File: src/common/bsb_defs.svh
// constants of the branch, skip and bit unit: flag positions, reset values, cycle counts
// assumes it is included by bare name from design files
`ifndef BSB_DEFS_SVH
`define BSB_DEFS_SVH
// status flag bit positions
`define BSB_FLAG_C 0
`define BSB_FLAG_Z 1
`define BSB_FLAG_N 2
`define BSB_FLAG_V 3
`define BSB_FLAG_S 4
`define BSB_FLAG_H 5
`define BSB_FLAG_T 6
`define BSB_FLAG_I 7
// reset values
`define BSB_PC_RST    16'h0000
`define BSB_FLAGS_RST 8'h00
// last bit-addressable I/O register
`define BSB_IO_LAST   6'h1F
// execution cycle counts
`define BSB_CYC_ONE   3'h1
`define BSB_CYC_JUMP_Z 3'h2
`define BSB_CYC_CALL_Z 3'h3
`define BSB_CYC_EXIT   3'h4
`define BSB_CYC_BIT   3'h2
`define BSB_CYC_TAKEN 3'h2
`define BSB_CYC_SKIP1 3'h2
`define BSB_CYC_SKIP2 3'h3
`endif

File: src/common/bsb_pkg.sv
// types of the branch, skip and bit unit
// assumes the constants header is compiled alongside
package bsb_pkg;
  typedef enum logic [4:0] {
    OP_NOP                     = 5'b00000,
    OP_TEST_REGISTER           = 5'b00001,
    OP_INDIRECT_JUMP           = 5'b00010,
    OP_INDIRECT_CALL           = 5'b00011,
    OP_SUBROUTINE_EXIT         = 5'b00100,
    OP_INTERRUPT_EXIT          = 5'b00101,
    OP_COMPARE_SKIP_EQUAL      = 5'b00110,
    OP_COMPARE_IMMEDIATE       = 5'b00111,
    OP_SKIP_REG_BIT_CLEAR      = 5'b01000,
    OP_SKIP_REG_BIT_SET        = 5'b01001,
    OP_SKIP_IO_BIT_CLEAR       = 5'b01010,
    OP_SKIP_IO_BIT_SET         = 5'b01011,
    OP_BRANCH_STATUS_BIT_SET   = 5'b01100,
    OP_BRANCH_STATUS_BIT_CLEAR = 5'b01101,
    OP_BRANCH_SIGNED_GE        = 5'b01110,
    OP_BRANCH_SIGNED_LT        = 5'b01111,
    OP_BRANCH_UNSIGNED_HS      = 5'b10000,
    OP_BRANCH_UNSIGNED_LO      = 5'b10001,
    OP_BRANCH_IRQ_ON           = 5'b10010,
    OP_BRANCH_IRQ_OFF          = 5'b10011,
    OP_BRANCH_HALF_CARRY_SET   = 5'b10100,
    OP_BRANCH_HALF_CARRY_CLEAR = 5'b10101,
    OP_BRANCH_TFLAG_SET        = 5'b10110,
    OP_BRANCH_TFLAG_CLEAR      = 5'b10111,
    OP_BRANCH_OVERFLOW_SET     = 5'b11000,
    OP_BRANCH_OVERFLOW_CLEAR   = 5'b11001,
    OP_SET_IO_BIT              = 5'b11010,
    OP_CLEAR_IO_BIT            = 5'b11011,
    OP_ROTATE_LEFT_CARRY       = 5'b11100
  } bsb_op_type;

  typedef enum logic [0:0] {
    ST_IDLE = 1'b0,
    ST_BUSY = 1'b1
  } bsb_state_type;
endpackage

File: src/hdl/bsb_flag_alu.sv
// flag arithmetic for test, compare-immediate and rotate
// purely combinational; caller registers the outputs
`timescale 1ns/100ps
`include "bsb_defs.svh"
module bsb_flag_alu (
  // operation and operands
  input  wire bsb_pkg::bsb_op_type op_i,
  input  wire logic [7:0]          a_i,
  input  wire logic [7:0]          b_i,
  input  wire logic [7:0]          flags_i,
  // results
  output logic      [7:0]          result_o,
  output logic                     write_o,
  output logic      [7:0]          flags_o
);
  logic [8:0] diff;
  logic       n;
  logic       v;

  always_comb begin
    diff     = {1'b0, a_i} - {1'b0, b_i};
    flags_o  = flags_i;
    result_o = a_i;
    write_o  = 1'b0;
    n        = 1'b0;
    v        = 1'b0;
    unique case (op_i)
      bsb_pkg::OP_TEST_REGISTER: begin
        n                   = a_i[7];
        flags_o[`BSB_FLAG_Z] = (a_i == 8'h00);
        flags_o[`BSB_FLAG_N] = n;
        flags_o[`BSB_FLAG_V] = 1'b0;
        flags_o[`BSB_FLAG_S] = n;
      end
      bsb_pkg::OP_COMPARE_IMMEDIATE: begin
        n = diff[7];
        v = (a_i[7] & ~b_i[7] & ~diff[7]) | (~a_i[7] & b_i[7] & diff[7]);
        flags_o[`BSB_FLAG_Z] = (diff[7:0] == 8'h00);
        flags_o[`BSB_FLAG_N] = n;
        flags_o[`BSB_FLAG_V] = v;
        flags_o[`BSB_FLAG_S] = n ^ v;
        flags_o[`BSB_FLAG_C] = diff[8];
        flags_o[`BSB_FLAG_H] = (~a_i[3] & b_i[3]) | (b_i[3] & diff[3]) | (diff[3] & ~a_i[3]);
      end
      bsb_pkg::OP_ROTATE_LEFT_CARRY: begin
        result_o = {a_i[6:0], flags_i[`BSB_FLAG_C]};
        write_o  = 1'b1;
        n        = a_i[6];
        v        = a_i[6] ^ a_i[7];
        flags_o[`BSB_FLAG_Z] = (result_o == 8'h00);
        flags_o[`BSB_FLAG_N] = n;
        flags_o[`BSB_FLAG_V] = v;
        flags_o[`BSB_FLAG_S] = n ^ v;
        flags_o[`BSB_FLAG_C] = a_i[7];
        flags_o[`BSB_FLAG_H] = a_i[3];
      end
      default: begin
        flags_o = flags_i;
      end
    endcase
  end
endmodule

File: src/hdl/bsb_branch_cond.sv
// branch condition evaluation from the status flags
// purely combinational
`timescale 1ns/100ps
`include "bsb_defs.svh"
module bsb_branch_cond (
  // operation
  input  wire bsb_pkg::bsb_op_type op_i,
  input  wire logic [2:0]          bit_sel_i,
  input  wire logic [7:0]          flags_i,
  // decision
  output logic                     taken_o
);
  always_comb begin
    taken_o = 1'b0;
    unique case (op_i)
      bsb_pkg::OP_BRANCH_STATUS_BIT_SET:   taken_o = flags_i[bit_sel_i];
      bsb_pkg::OP_BRANCH_STATUS_BIT_CLEAR: taken_o = ~flags_i[bit_sel_i];
      bsb_pkg::OP_BRANCH_SIGNED_GE:
        taken_o = ~(flags_i[`BSB_FLAG_N] ^ flags_i[`BSB_FLAG_V]);
      bsb_pkg::OP_BRANCH_SIGNED_LT:
        taken_o = flags_i[`BSB_FLAG_N] ^ flags_i[`BSB_FLAG_V];
      bsb_pkg::OP_BRANCH_UNSIGNED_HS:      taken_o = ~flags_i[`BSB_FLAG_C];
      bsb_pkg::OP_BRANCH_UNSIGNED_LO:      taken_o = flags_i[`BSB_FLAG_C];
      bsb_pkg::OP_BRANCH_IRQ_ON:           taken_o = flags_i[`BSB_FLAG_I];
      bsb_pkg::OP_BRANCH_IRQ_OFF:          taken_o = ~flags_i[`BSB_FLAG_I];
      bsb_pkg::OP_BRANCH_HALF_CARRY_SET:   taken_o = flags_i[`BSB_FLAG_H];
      bsb_pkg::OP_BRANCH_HALF_CARRY_CLEAR: taken_o = ~flags_i[`BSB_FLAG_H];
      bsb_pkg::OP_BRANCH_TFLAG_SET:        taken_o = flags_i[`BSB_FLAG_T];
      bsb_pkg::OP_BRANCH_TFLAG_CLEAR:      taken_o = ~flags_i[`BSB_FLAG_T];
      bsb_pkg::OP_BRANCH_OVERFLOW_SET:     taken_o = flags_i[`BSB_FLAG_V];
      bsb_pkg::OP_BRANCH_OVERFLOW_CLEAR:   taken_o = ~flags_i[`BSB_FLAG_V];
      default:                             taken_o = 1'b0;
    endcase
  end
endmodule

File: src/hdl/bsb_exec_unit.sv
// execution unit for control-flow, compare, skip and I/O bit instructions
// assumes decoded instructions, operands and I/O read data arrive on clk_i,
// presented combinationally by same-clock logic while instr_valid_i is high
//
// Notes on behaviour
// - test register sets Z N V, one cycle
// - indirect jump loads Z, two cycles
// - indirect call pushes return, loads Z, three
// - compare-skip equal skips next, 1/2/3 cycles
// - compare immediate updates flags, no writeback
// - skip when register bit clear
// - skip when register bit set
// - skip when I/O bit clear
// - skip when I/O bit set
// - status bit branch to PC+k+1, 1/2
// - signed branches use N xor V
// - unsigned branches use carry
// - interrupt branches use global enable
// - half-carry branches on H
// - T branches on T flag
// - overflow branches on V
// - set I/O bit, two cycles, flags kept
// - clear I/O bit, two cycles, flags kept
// - rotate left through carry, update flags
// - bit ops reach I/O 0x00-0x1F only
`timescale 1ns/100ps
`include "bsb_defs.svh"
module bsb_exec_unit #(
  parameter int PC_W = 16
) (
  // clock and reset
  input  wire logic                clk_i,
  input  wire logic                arst_n_i,
  input  wire logic                clk_en_i,
  // instruction
  input  wire logic                instr_valid_i,
  input  wire bsb_pkg::bsb_op_type op_i,
  input  wire logic [2:0]          bit_sel_i,
  input  wire logic [6:0]          offset_i,
  input  wire logic [7:0]          imm_i,
  input  wire logic [5:0]          io_addr_i,
  input  wire logic                next_long_i,
  // operands
  input  wire logic [7:0]          rd_val_i,
  input  wire logic [7:0]          rr_val_i,
  input  wire logic [PC_W-1:0]     z_ptr_i,
  input  wire logic [7:0]          io_rdata_i,
  input  wire logic [PC_W-1:0]     stack_data_i,
  // core state
  output logic      [PC_W-1:0]     pc_o,
  output logic      [7:0]          flags_o,
  output logic                     busy_o,
  output logic                     done_o,
  // register writeback
  output logic                     wr_en_o,
  output logic      [7:0]          wr_data_o,
  // I/O single-bit write
  output logic                     io_we_o,
  output logic      [4:0]          io_addr_o,
  output logic      [2:0]          io_bit_o,
  output logic                     io_bit_val_o,
  // stack
  output logic                     push_o,
  output logic      [PC_W-1:0]     push_data_o,
  output logic                     pop_o
);
  bsb_pkg::bsb_state_type state;
  logic [2:0]      cnt;
  logic            accept;
  logic [PC_W-1:0] next_pc;
  logic [2:0]      next_cycles;
  logic            skip;
  logic            io_ok;
  logic            is_branch;
  logic            taken;
  logic [7:0]      alu_result;
  logic            alu_write;
  logic [7:0]      alu_flags;

  // skip length depends on the size of the skipped instruction
  function automatic logic [2:0] skip_cycles(input logic long_next);
    skip_cycles = long_next ? `BSB_CYC_SKIP2 : `BSB_CYC_SKIP1;
  endfunction

  function automatic logic [PC_W-1:0] pc_plus(input logic [PC_W-1:0] pc,
                                             input logic [2:0]      inc);
    pc_plus = pc + {{(PC_W-3){1'b0}}, inc};
  endfunction

  assign accept = clk_en_i & instr_valid_i & (state == bsb_pkg::ST_IDLE);
  assign io_ok  = (io_addr_i <= `BSB_IO_LAST);

  bsb_flag_alu u_alu (
    .op_i     (op_i),
    .a_i      (rd_val_i),
    .b_i      (imm_i),
    .flags_i  (flags_o),
    .result_o (alu_result),
    .write_o  (alu_write),
    .flags_o  (alu_flags)
  );

  bsb_branch_cond u_cond (
    .op_i      (op_i),
    .bit_sel_i (bit_sel_i),
    .flags_i   (flags_o),
    .taken_o   (taken)
  );

  always_comb begin
    next_pc     = pc_plus(pc_o, `BSB_CYC_ONE);
    next_cycles = `BSB_CYC_ONE;
    skip        = 1'b0;
    is_branch   = 1'b0;
    unique case (op_i)
      bsb_pkg::OP_INDIRECT_JUMP: begin
        next_pc     = z_ptr_i;
        next_cycles = `BSB_CYC_JUMP_Z;
      end
      bsb_pkg::OP_INDIRECT_CALL: begin
        next_pc     = z_ptr_i;
        next_cycles = `BSB_CYC_CALL_Z;
      end
      bsb_pkg::OP_SUBROUTINE_EXIT,
      bsb_pkg::OP_INTERRUPT_EXIT: begin
        next_pc     = stack_data_i;
        next_cycles = `BSB_CYC_EXIT;
      end
      bsb_pkg::OP_COMPARE_SKIP_EQUAL: skip = (rd_val_i == rr_val_i);
      bsb_pkg::OP_SKIP_REG_BIT_CLEAR: skip = ~rr_val_i[bit_sel_i];
      bsb_pkg::OP_SKIP_REG_BIT_SET:   skip = rr_val_i[bit_sel_i];
      bsb_pkg::OP_SKIP_IO_BIT_CLEAR:  skip = io_ok & ~io_rdata_i[bit_sel_i];
      bsb_pkg::OP_SKIP_IO_BIT_SET:    skip = io_ok & io_rdata_i[bit_sel_i];
      bsb_pkg::OP_SET_IO_BIT,
      bsb_pkg::OP_CLEAR_IO_BIT: begin
        next_cycles = `BSB_CYC_BIT;
      end
      bsb_pkg::OP_BRANCH_STATUS_BIT_SET,
      bsb_pkg::OP_BRANCH_STATUS_BIT_CLEAR,
      bsb_pkg::OP_BRANCH_SIGNED_GE,
      bsb_pkg::OP_BRANCH_SIGNED_LT,
      bsb_pkg::OP_BRANCH_UNSIGNED_HS,
      bsb_pkg::OP_BRANCH_UNSIGNED_LO,
      bsb_pkg::OP_BRANCH_IRQ_ON,
      bsb_pkg::OP_BRANCH_IRQ_OFF,
      bsb_pkg::OP_BRANCH_HALF_CARRY_SET,
      bsb_pkg::OP_BRANCH_HALF_CARRY_CLEAR,
      bsb_pkg::OP_BRANCH_TFLAG_SET,
      bsb_pkg::OP_BRANCH_TFLAG_CLEAR,
      bsb_pkg::OP_BRANCH_OVERFLOW_SET,
      bsb_pkg::OP_BRANCH_OVERFLOW_CLEAR: begin
        is_branch = 1'b1;
      end
      bsb_pkg::OP_NOP,
      bsb_pkg::OP_TEST_REGISTER,
      bsb_pkg::OP_COMPARE_IMMEDIATE,
      bsb_pkg::OP_ROTATE_LEFT_CARRY: begin
        next_cycles = `BSB_CYC_ONE;
      end
      // unused codes behave as a no-op
      default: begin
        next_cycles = `BSB_CYC_ONE;
      end
    endcase
    if (is_branch && taken) begin
      next_pc     = pc_plus(pc_o, `BSB_CYC_ONE) + {{(PC_W-7){offset_i[6]}}, offset_i};
      next_cycles = `BSB_CYC_TAKEN;
    end
    if (skip) begin
      next_pc     = pc_plus(pc_o, skip_cycles(next_long_i));
      next_cycles = skip_cycles(next_long_i);
    end
  end

  // sequencing: busy holds off the next instruction
  always_ff @(posedge clk_i or negedge arst_n_i) begin
    if (!arst_n_i) begin
      state  <= bsb_pkg::ST_IDLE;
      cnt    <= 3'h0;
      busy_o <= 1'b0;
      done_o <= 1'b0;
    end else if (clk_en_i) begin
      done_o <= 1'b0;
      if (accept) begin
        if (next_cycles == `BSB_CYC_ONE) begin
          done_o <= 1'b1;
        end else begin
          state  <= bsb_pkg::ST_BUSY;
          busy_o <= 1'b1;
          cnt    <= next_cycles - 3'h2;
        end
      end else if (state == bsb_pkg::ST_BUSY) begin
        if (cnt == 3'h0) begin
          state  <= bsb_pkg::ST_IDLE;
          busy_o <= 1'b0;
          done_o <= 1'b1;
        end else begin
          cnt <= cnt - 3'h1;
        end
      end
    end
  end

  // program counter
  always_ff @(posedge clk_i or negedge arst_n_i) begin
    if (!arst_n_i) begin
      pc_o <= `BSB_PC_RST;
    end else if (accept) begin
      pc_o <= next_pc;
    end
  end

  // status flags; control flow leaves them alone, except interrupt exit, which sets I
  always_ff @(posedge clk_i or negedge arst_n_i) begin
    if (!arst_n_i) begin
      flags_o <= `BSB_FLAGS_RST;
    end else if (accept) begin
      if (op_i == bsb_pkg::OP_INTERRUPT_EXIT) begin
        flags_o[`BSB_FLAG_I] <= 1'b1;
      end else begin
        flags_o <= alu_flags;
      end
    end
  end

  // register writeback, rotate only
  always_ff @(posedge clk_i or negedge arst_n_i) begin
    if (!arst_n_i) begin
      wr_en_o   <= 1'b0;
      wr_data_o <= 8'h00;
    end else if (clk_en_i) begin
      wr_en_o   <= accept & alu_write;
      wr_data_o <= alu_result;
    end
  end

  // single-bit I/O write so neighbour flags are untouched
  always_ff @(posedge clk_i or negedge arst_n_i) begin
    if (!arst_n_i) begin
      io_we_o      <= 1'b0;
      io_addr_o    <= 5'h00;
      io_bit_o     <= 3'h0;
      io_bit_val_o <= 1'b0;
    end else if (clk_en_i) begin
      io_we_o <= 1'b0;
      if (accept && io_ok && (op_i == bsb_pkg::OP_SET_IO_BIT ||
                              op_i == bsb_pkg::OP_CLEAR_IO_BIT)) begin
        io_we_o      <= 1'b1;
        io_addr_o    <= io_addr_i[4:0];
        io_bit_o     <= bit_sel_i;
        io_bit_val_o <= (op_i == bsb_pkg::OP_SET_IO_BIT);
      end
    end
  end

  // stack push and pop strobes
  always_ff @(posedge clk_i or negedge arst_n_i) begin
    if (!arst_n_i) begin
      push_o      <= 1'b0;
      push_data_o <= `BSB_PC_RST;
      pop_o       <= 1'b0;
    end else if (clk_en_i) begin
      push_o      <= accept & (op_i == bsb_pkg::OP_INDIRECT_CALL);
      push_data_o <= pc_plus(pc_o, `BSB_CYC_ONE);
      pop_o       <= accept & (op_i == bsb_pkg::OP_SUBROUTINE_EXIT ||
                               op_i == bsb_pkg::OP_INTERRUPT_EXIT);
    end
  end
endmodule

File: config.mk
export PLATFORM = sky130hd
export DESIGN_NAME = bsb_exec_unit
export DESIGN_NICKNAME = d
export VERILOG_FILES = /design/src/common/bsb_pkg.sv /design/src/hdl/bsb_flag_alu.sv /design/src/hdl/bsb_branch_cond.sv /design/src/hdl/bsb_exec_unit.sv
export VERILOG_INCLUDE_DIRS = /design/src /design/src/common
export SDC_FILE = /design/constraint.sdc
export NUM_CORES = 1
export LEC_CHECK = 0
export BUFFER_PORTS_ARGS = -buffer_cell sky130_fd_sc_hd__buf_2
export CORE_MARGIN = 10
export CORE_UTILIZATION = 50
export CTS_BUF_LIST = sky130_fd_sc_hd__clkbuf_8
export CTS_CLUSTER_DIAMETER = 120
export DETAILED_ROUTE_END_ITERATION = 6
export PLACE_DENSITY = 0.77
export SYNTH_ARGS = -nofsm -noshare
export SYNTH_HDL_FRONTEND = slang
export SYNTH_SLANG_ARGS = --single-unit
File: constraint.sdc
create_clock -name clk_i -period 7.45 [get_ports clk_i]
set_input_delay 0.745 -clock clk_i [delete_from_list [all_inputs] [get_ports clk_i]]
set_output_delay 0.745 -clock clk_i [all_outputs]
set_load 0.05 [all_outputs]
# Word level (Yosys, flattened, before mapping)
# Index checks and enable logic that the tools add are counted.
[word_totals] reg_bits=66 input_bits=90
[classes] n_addsub=6 order_cmp=2 eq_ne=32 n_mux=37 n_bitwise=35 n_reduce_logical=24
[op_table] op="5-bit == test, second input constant" n=13
[op_table] op="5-bit by 4-bit == test with 1-bit output, second input constant" n=8
[op_table] op="16-bit 2-to-1 mux" n=2
[op_table] op="16-bit one-hot mux with 2 select lines" n=1
[op_table] op="8-bit zero test" n=3
[op_table] op="5-bit by 3-bit == test with 1-bit output, second input constant" n=4
[op_table] op="1-bit 2-to-1 mux" n=18
[op_table] op="3-bit 2-to-1 mux" n=6
[op_table] op="16-bit by 1-bit adder with 16-bit output, second input constant" n=1
[op_table] op="16-bit adder" n=1
[op_table] op="16-bit by 3-bit adder with 16-bit output" n=1
[op_table] op="1-bit bitwise AND" n=14
[op_table] op="1-bit inverter" n=14
[op_table] op="14-bit OR reduction" n=1
[op_table] op="1-bit one-hot mux with 13 select lines" n=1
[op_table] op="4-bit one-hot mux with 3 select lines" n=1
[op_table] op="5-bit by 2-bit == test with 1-bit output, second input constant" n=2
[op_table] op="1-bit binary-select mux with 3-bit select" n=3
[op_table] op="3-bit one-hot mux with 3 select lines" n=1
[op_table] op="8-bit by 8-bit subtractor with 9-bit output" n=1
[op_table] op="8-bit == test" n=1
[op_table] op="8-bit 2-to-1 mux" n=1
[op_table] op="4-bit AND reduction" n=2
[op_table] op="6-bit by 5-bit less-or-equal comparator with 1-bit output, second input constant" n=1
[op_table] op="19 further kinds" n=35

# Logic depth before layout (Yosys ltp)
[logic_depth] word_depth=10 ltp_mapped=14 ltp_nobuf=13

# Hierarchy
# Synthesis repeated with hierarchy kept, for this count alone.
[unflattened] hier_cells=638 hier_area_um2=5764.3
[by_module_without_submodules] mod="bsb_exec_unit" instances=1 cells_each=516 area_each_um2=4799.6 seq_area_each_um2=1676.6
[by_module_without_submodules] mod="bsb_flag_alu" instances=1 cells_each=102 area_each_um2=753.2 seq_area_each_um2=0.0
[by_module_without_submodules] mod="bsb_branch_cond" instances=1 cells_each=20 area_each_um2=211.5 seq_area_each_um2=0.0

# Worst setup path after synthesis
# OpenSTA, ideal clock, no wires.
[synth_path] path_type="flip-flop to flip-flop" startpoint="register pc_o[2]" endpoint="register pc_o[14]" t_arrival_ns=3.328 setup_slack_ns=4.044 stages_incl_launch_ff=15 n_path_buf=1 synth_period_minus_slack_ns=3.406 path_cell_list="dfrtp_1 > clkbuf_1 > nand4_1 > nor2_1 > nand2_1 > xnor2_1 > ha_1 > a21oi_1 > o21ai_0 > a41oi_1 > o21ai_0 > a21o_1 > a21oi_1 > xnor2_1 > o2bb2ai_1"
[synth_via] elab_chain_len=4 elab_cells_between_ends=6
[synth_lines] element="from (decl)" line="bsb_exec_unit.sv:50" text="output logic [PC_W-1:0] pc_o,"
[synth_lines] element="from (signal assigned)" line="bsb_exec_unit.sv:207" text="pc_o <= `BSB_PC_RST;"
[synth_lines] element="from (signal assigned)" line="bsb_exec_unit.sv:209" text="pc_o <= next_pc;"
[synth_lines] element="16-bit by 1-bit adder with 16-bit output" line="bsb_exec_unit.sv:87" text="pc_plus = pc + {{(PC_W-3){1'b0}}, inc};"
[synth_lines] element="16-bit adder / 16-bit one-hot mux with 2 select lines (equally long branches)" line="bsb_exec_unit.sv:166, bsb_exec_unit.sv:115"
[synth_lines] element="16-bit 2-to-1 mux" line="bsb_exec_unit.sv:165" text="if (is_branch && taken) begin"
[synth_lines] element="16-bit 2-to-1 mux *" line="bsb_exec_unit.sv:169" text="if (skip) begin"
# Mark *: on every way between the ends. The rest lies on a longest branch, timed or not.
# A chain may end at the register's enable or synchronous reset.

# Worst setup path in the final report
# Ends and elaborated chain as after synthesis.

==> flow_summary.ini <==
[floorplan]
die_h_um = 124
num_rows = 37
placeableCoreArea_um2 = 10500
die_w_um = 124
initial_core_util_pct = 51.8
pin_count = 153
die-area_um2 = 15400

[grt]
globalRouteOverflowTotal = 0
grt_pass1_wl_mm = 27.5
antenna_found_initial = 0
first_global_vias = 5437
grtUsageTotal_pct = 22.4
largest_net_degree_at_the_start_of_global_routing = 67

[logic_synthesis]
synth_cell_types = 68
synth.net_count = 769
synth-edff-count = 0
syn_inst = 645
async_reset_ff_share_pct = 100
syn_area_per_cell_um2 = 8.41
synthesis.area_um2 = 5420
synth.ff_latch_count = 66
yosysWarningCount = 0
most_common_flop_cell_mapped_by_yosys = sky130_fd_sc_hd__dfrtp_1
synth.yosys.seq_area_share_pct = 30.5

[sta]
finalHoldViolCount = 0
fin_tns_setup_ns = 0
worst_slew_margin_rel_pct = 35.2
worst_pin_slew_ns = 0.970
final-setup-viol-count = 0
time_the_worst_path_needs_with_i_o_delays_and_setup_ns = 3.61
clock-skew-final_ns = 0.00814
fmax_mhz = 277
min_period_over_period_pct = 48.4
rsz0062_at_grt = no
report.final.slew_viol_count = 0

[worst_setup_path]
critical-path-top-delay-family = compound AO/OA/AOI/OAI gates
critPathLaunch = pc_o[2]
worst_setup_path_end_kind = flop
critical_path_required_ns = 7.74
worst-path-buf-inv = 0
rrSetupSlack_ns = 3.84
worst_path_cell_trace = nand4_1 -> nor2_1 -> nand2_1 -> xnor2_1 -> ha_1 -> a21oi_1 -> o21ai_0 -> a41oi_1 -> o21ai_0 -> a21o_1 -> a21oi_1 -> xnor2_1 -> o2bb2ai_1
timing.setup.critical_path_class = flop to flop
crit_path_max_fanout = 10
worst-r2r-cell-count = 13
critical_path.slowest_cell = sky130_fd_sc_hd__dfrtp_1
cp_data_arrival_time_ns = 3.90
cp_slowest_stage_delay_ns = 0.53
worst_setup_path_start_kind = flop
worstReg2RegStart = pc_o[2]
worst_r2r_endpoint = pc_o[14]

[cts]
cts.sinks = 66
numCtsBuffers = 9
post_cts_resize_count = 0
cts-root-buf = sky130_fd_sc_hd__clkbuf_8
tritoncts = built
htree_depth = 3
clock_insertion_delay_worst_skew_ns = 0.36
post_cts_buffers = 0
worst_setup_hold_path_clk_slew_ns = 0.08
clock_path_buffers = 2
holdBufCountCts = 0

[worst_hold_path]
min_to = io_bit_val_o
hold_path_class = flop to flop
worst_hold_path_cells = 2
hp-start = io_bit_val_o

[route]
wire_per_inst_um = 18.9
post-route-drc-count = 0
post_drt_via_cell_ratio = 5.93
vias = 5440
totalWireLength_mm = 17.4
drt.antenna.violating_nets = 0
drt_iter0_drc = 509
drtPass1Iterations = 5

[finish]
antenna_diode_instance_count = 0
layout.cells.most_common_list = sky130_fd_sc_hd__buf_2, sky130_fd_sc_hd__dfrtp_1, sky130_fd_sc_hd__nor2_1
fin_cells = 918
final_common_cell = sky130_fd_sc_hd__buf_2
total_nets_final = 901
layout-drive-gt1-share_pct = 25.6
area_growth_syn_to_layout_pct = 19.2
fillCellCount = 949

[placement]
post-place-cells = 902
globalplace.congestion = 0.947
place_hpwl_mm = 13.1
port_buffers = 151

[power]
p_leak_nw = 3.00
worst_ir_drop_vdd_v = 0.000211
areal_power_density_over_the_cells_nw_per_um2 = 375

[run_status]
status = finished clean

[job]
maxCapViolCount = 0
cell type report:
class                   instances  area [um^2]  area share (%)
multi-input cells             505         3480            53.8
flip-flops and latches         66         1650            25.6
repair buffers                157          801            12.4
well taps                     136          170            2.63
inverters                      38          143            2.21
clock buffers                  10          138            2.13
clock inverters                 6         81.3            1.26
power by group:
part / switching (mW) / total, mW / internal [mW]
sequential: 0.137 / 0.612 / 0.476
clock: 0.150 / 0.345 / 0.195
combinational: 0.979 / 1.46 / 0.485
total: 1.27 / 2.42 / 1.16
stage by stage:
step / worst slack, ns / hold WS (ns) / total power, mW / util, % / instance area [um^2]
6_report: 3.84 / 0.477 / 2.42 / 61.7 / 6460
2_1_floorplan: 4.04 / 0.449 / 1.70 / - / 5420
4_1_cts: 3.90 / 0.483 / 2.41 / 61.7 / 6460
3_5_place_dp: 3.67 / 0.466 / 2.06 / 59.7 / 6240
3_3_place_gp: 3.79 / 0.456 / 2.03 / 59.7 / 6240
5_1_grt: 3.59 / 0.525 / 2.58 / 61.7 / 6460
cells in the mapped netlist, types with 7 or more instances:
cell type | instances | area, um^2
sky130_fd_sc_hd__dfrtp_1 | 66 | 1650
sky130_fd_sc_hd__nor2_1 | 64 | 240
sky130_fd_sc_hd__a21oi_1 | 56 | 280
sky130_fd_sc_hd__nand2_1 | 51 | 191
sky130_fd_sc_hd__inv_1 | 37 | 139
sky130_fd_sc_hd__o21ai_0 | 35 | 175
sky130_fd_sc_hd__ha_1 | 31 | 388
sky130_fd_sc_hd__nand3_1 | 26 | 130
sky130_fd_sc_hd__xnor2_1 | 24 | 210
sky130_fd_sc_hd__clkbuf_1 | 21 | 78.8
sky130_fd_sc_hd__xor2_1 | 20 | 175
sky130_fd_sc_hd__mux2i_1 | 19 | 190
sky130_fd_sc_hd__a22oi_1 | 12 | 90.1
sky130_fd_sc_hd__mux2_2 | 11 | 124
sky130_fd_sc_hd__buf_2 | 10 | 50.1
sky130_fd_sc_hd__nand2b_1 | 10 | 62.6
sky130_fd_sc_hd__nand4_1 | 10 | 62.6
sky130_fd_sc_hd__nor3_1 | 9 | 45.0
sky130_fd_sc_hd__a221oi_1 | 8 | 70.1
sky130_fd_sc_hd__a31oi_1 | 8 | 50.1
sky130_fd_sc_hd__a21o_1 | 7 | 52.6
sky130_fd_sc_hd__o211ai_1 | 7 | 52.6
cells by family (layout without fill, tap and decap cells):
group / count (synthesis) / count (layout) / share of synthesized area, %
xor+xnor: 44 / 44 / 7.11
flops: 66 / 66 / 30.5
other cells: 1 / 1 / 0.0692
simple gates: 207 / 207 / 18.2
compound gates: 182 / 182 / 21.9
fa+ha+maj: 34 / 34 / 8.26
mux: 37 / 37 / 8.35
buf+inv: 74 / 211 / 5.63
worst max path at each step:
stage | to | depth (start not counted)
after global routing | pc_o[14] | 13
after CTS | pc_o[14] | 13
after floorplan | pc_o[14] | 14
after detailed placement | cnt[2] | 9
after global placement | cnt[2] | 9
final | pc_o[14] | 13
metal layers:
layer | GRT usage (%) | routed length (um) | share of wire, %
met1 | 29.2 | 7480 | 43
met2 | 37.1 | 8550 | 49
met3 | 2.81 | 1070 | 6.2
met4 | 8.20 | 264 | 1.5
met5 | 0 | 0 | 0
registers in the layout, summed over array words and instances (netlist names), 3 cells and up:
register / flops
cnt: 3
flags_o: 7
io_addr_o: 5
io_bit_o: 3
pc_o: 16
push_data_o: 16
wr_data_o: 8
worst reg2reg max path, stage by stage, from the launching register on:
cell and delay (ns):
sky130_fd_sc_hd__dfrtp_1 0.53, sky130_fd_sc_hd__nand4_1 0.21, sky130_fd_sc_hd__nor2_1 0.37, sky130_fd_sc_hd__nand2_1 0.12, sky130_fd_sc_hd__xnor2_1 0.26, sky130_fd_sc_hd__ha_1 0.33, sky130_fd_sc_hd__a21oi_1 0.31, sky130_fd_sc_hd__o21ai_0 0.22
sky130_fd_sc_hd__a41oi_1 0.35, sky130_fd_sc_hd__o21ai_0 0.20, sky130_fd_sc_hd__a21o_1 0.21, sky130_fd_sc_hd__a21oi_1 0.17, sky130_fd_sc_hd__xnor2_1 0.14, sky130_fd_sc_hd__o2bb2ai_1 0.13
(Power assumes the default switching activity.)
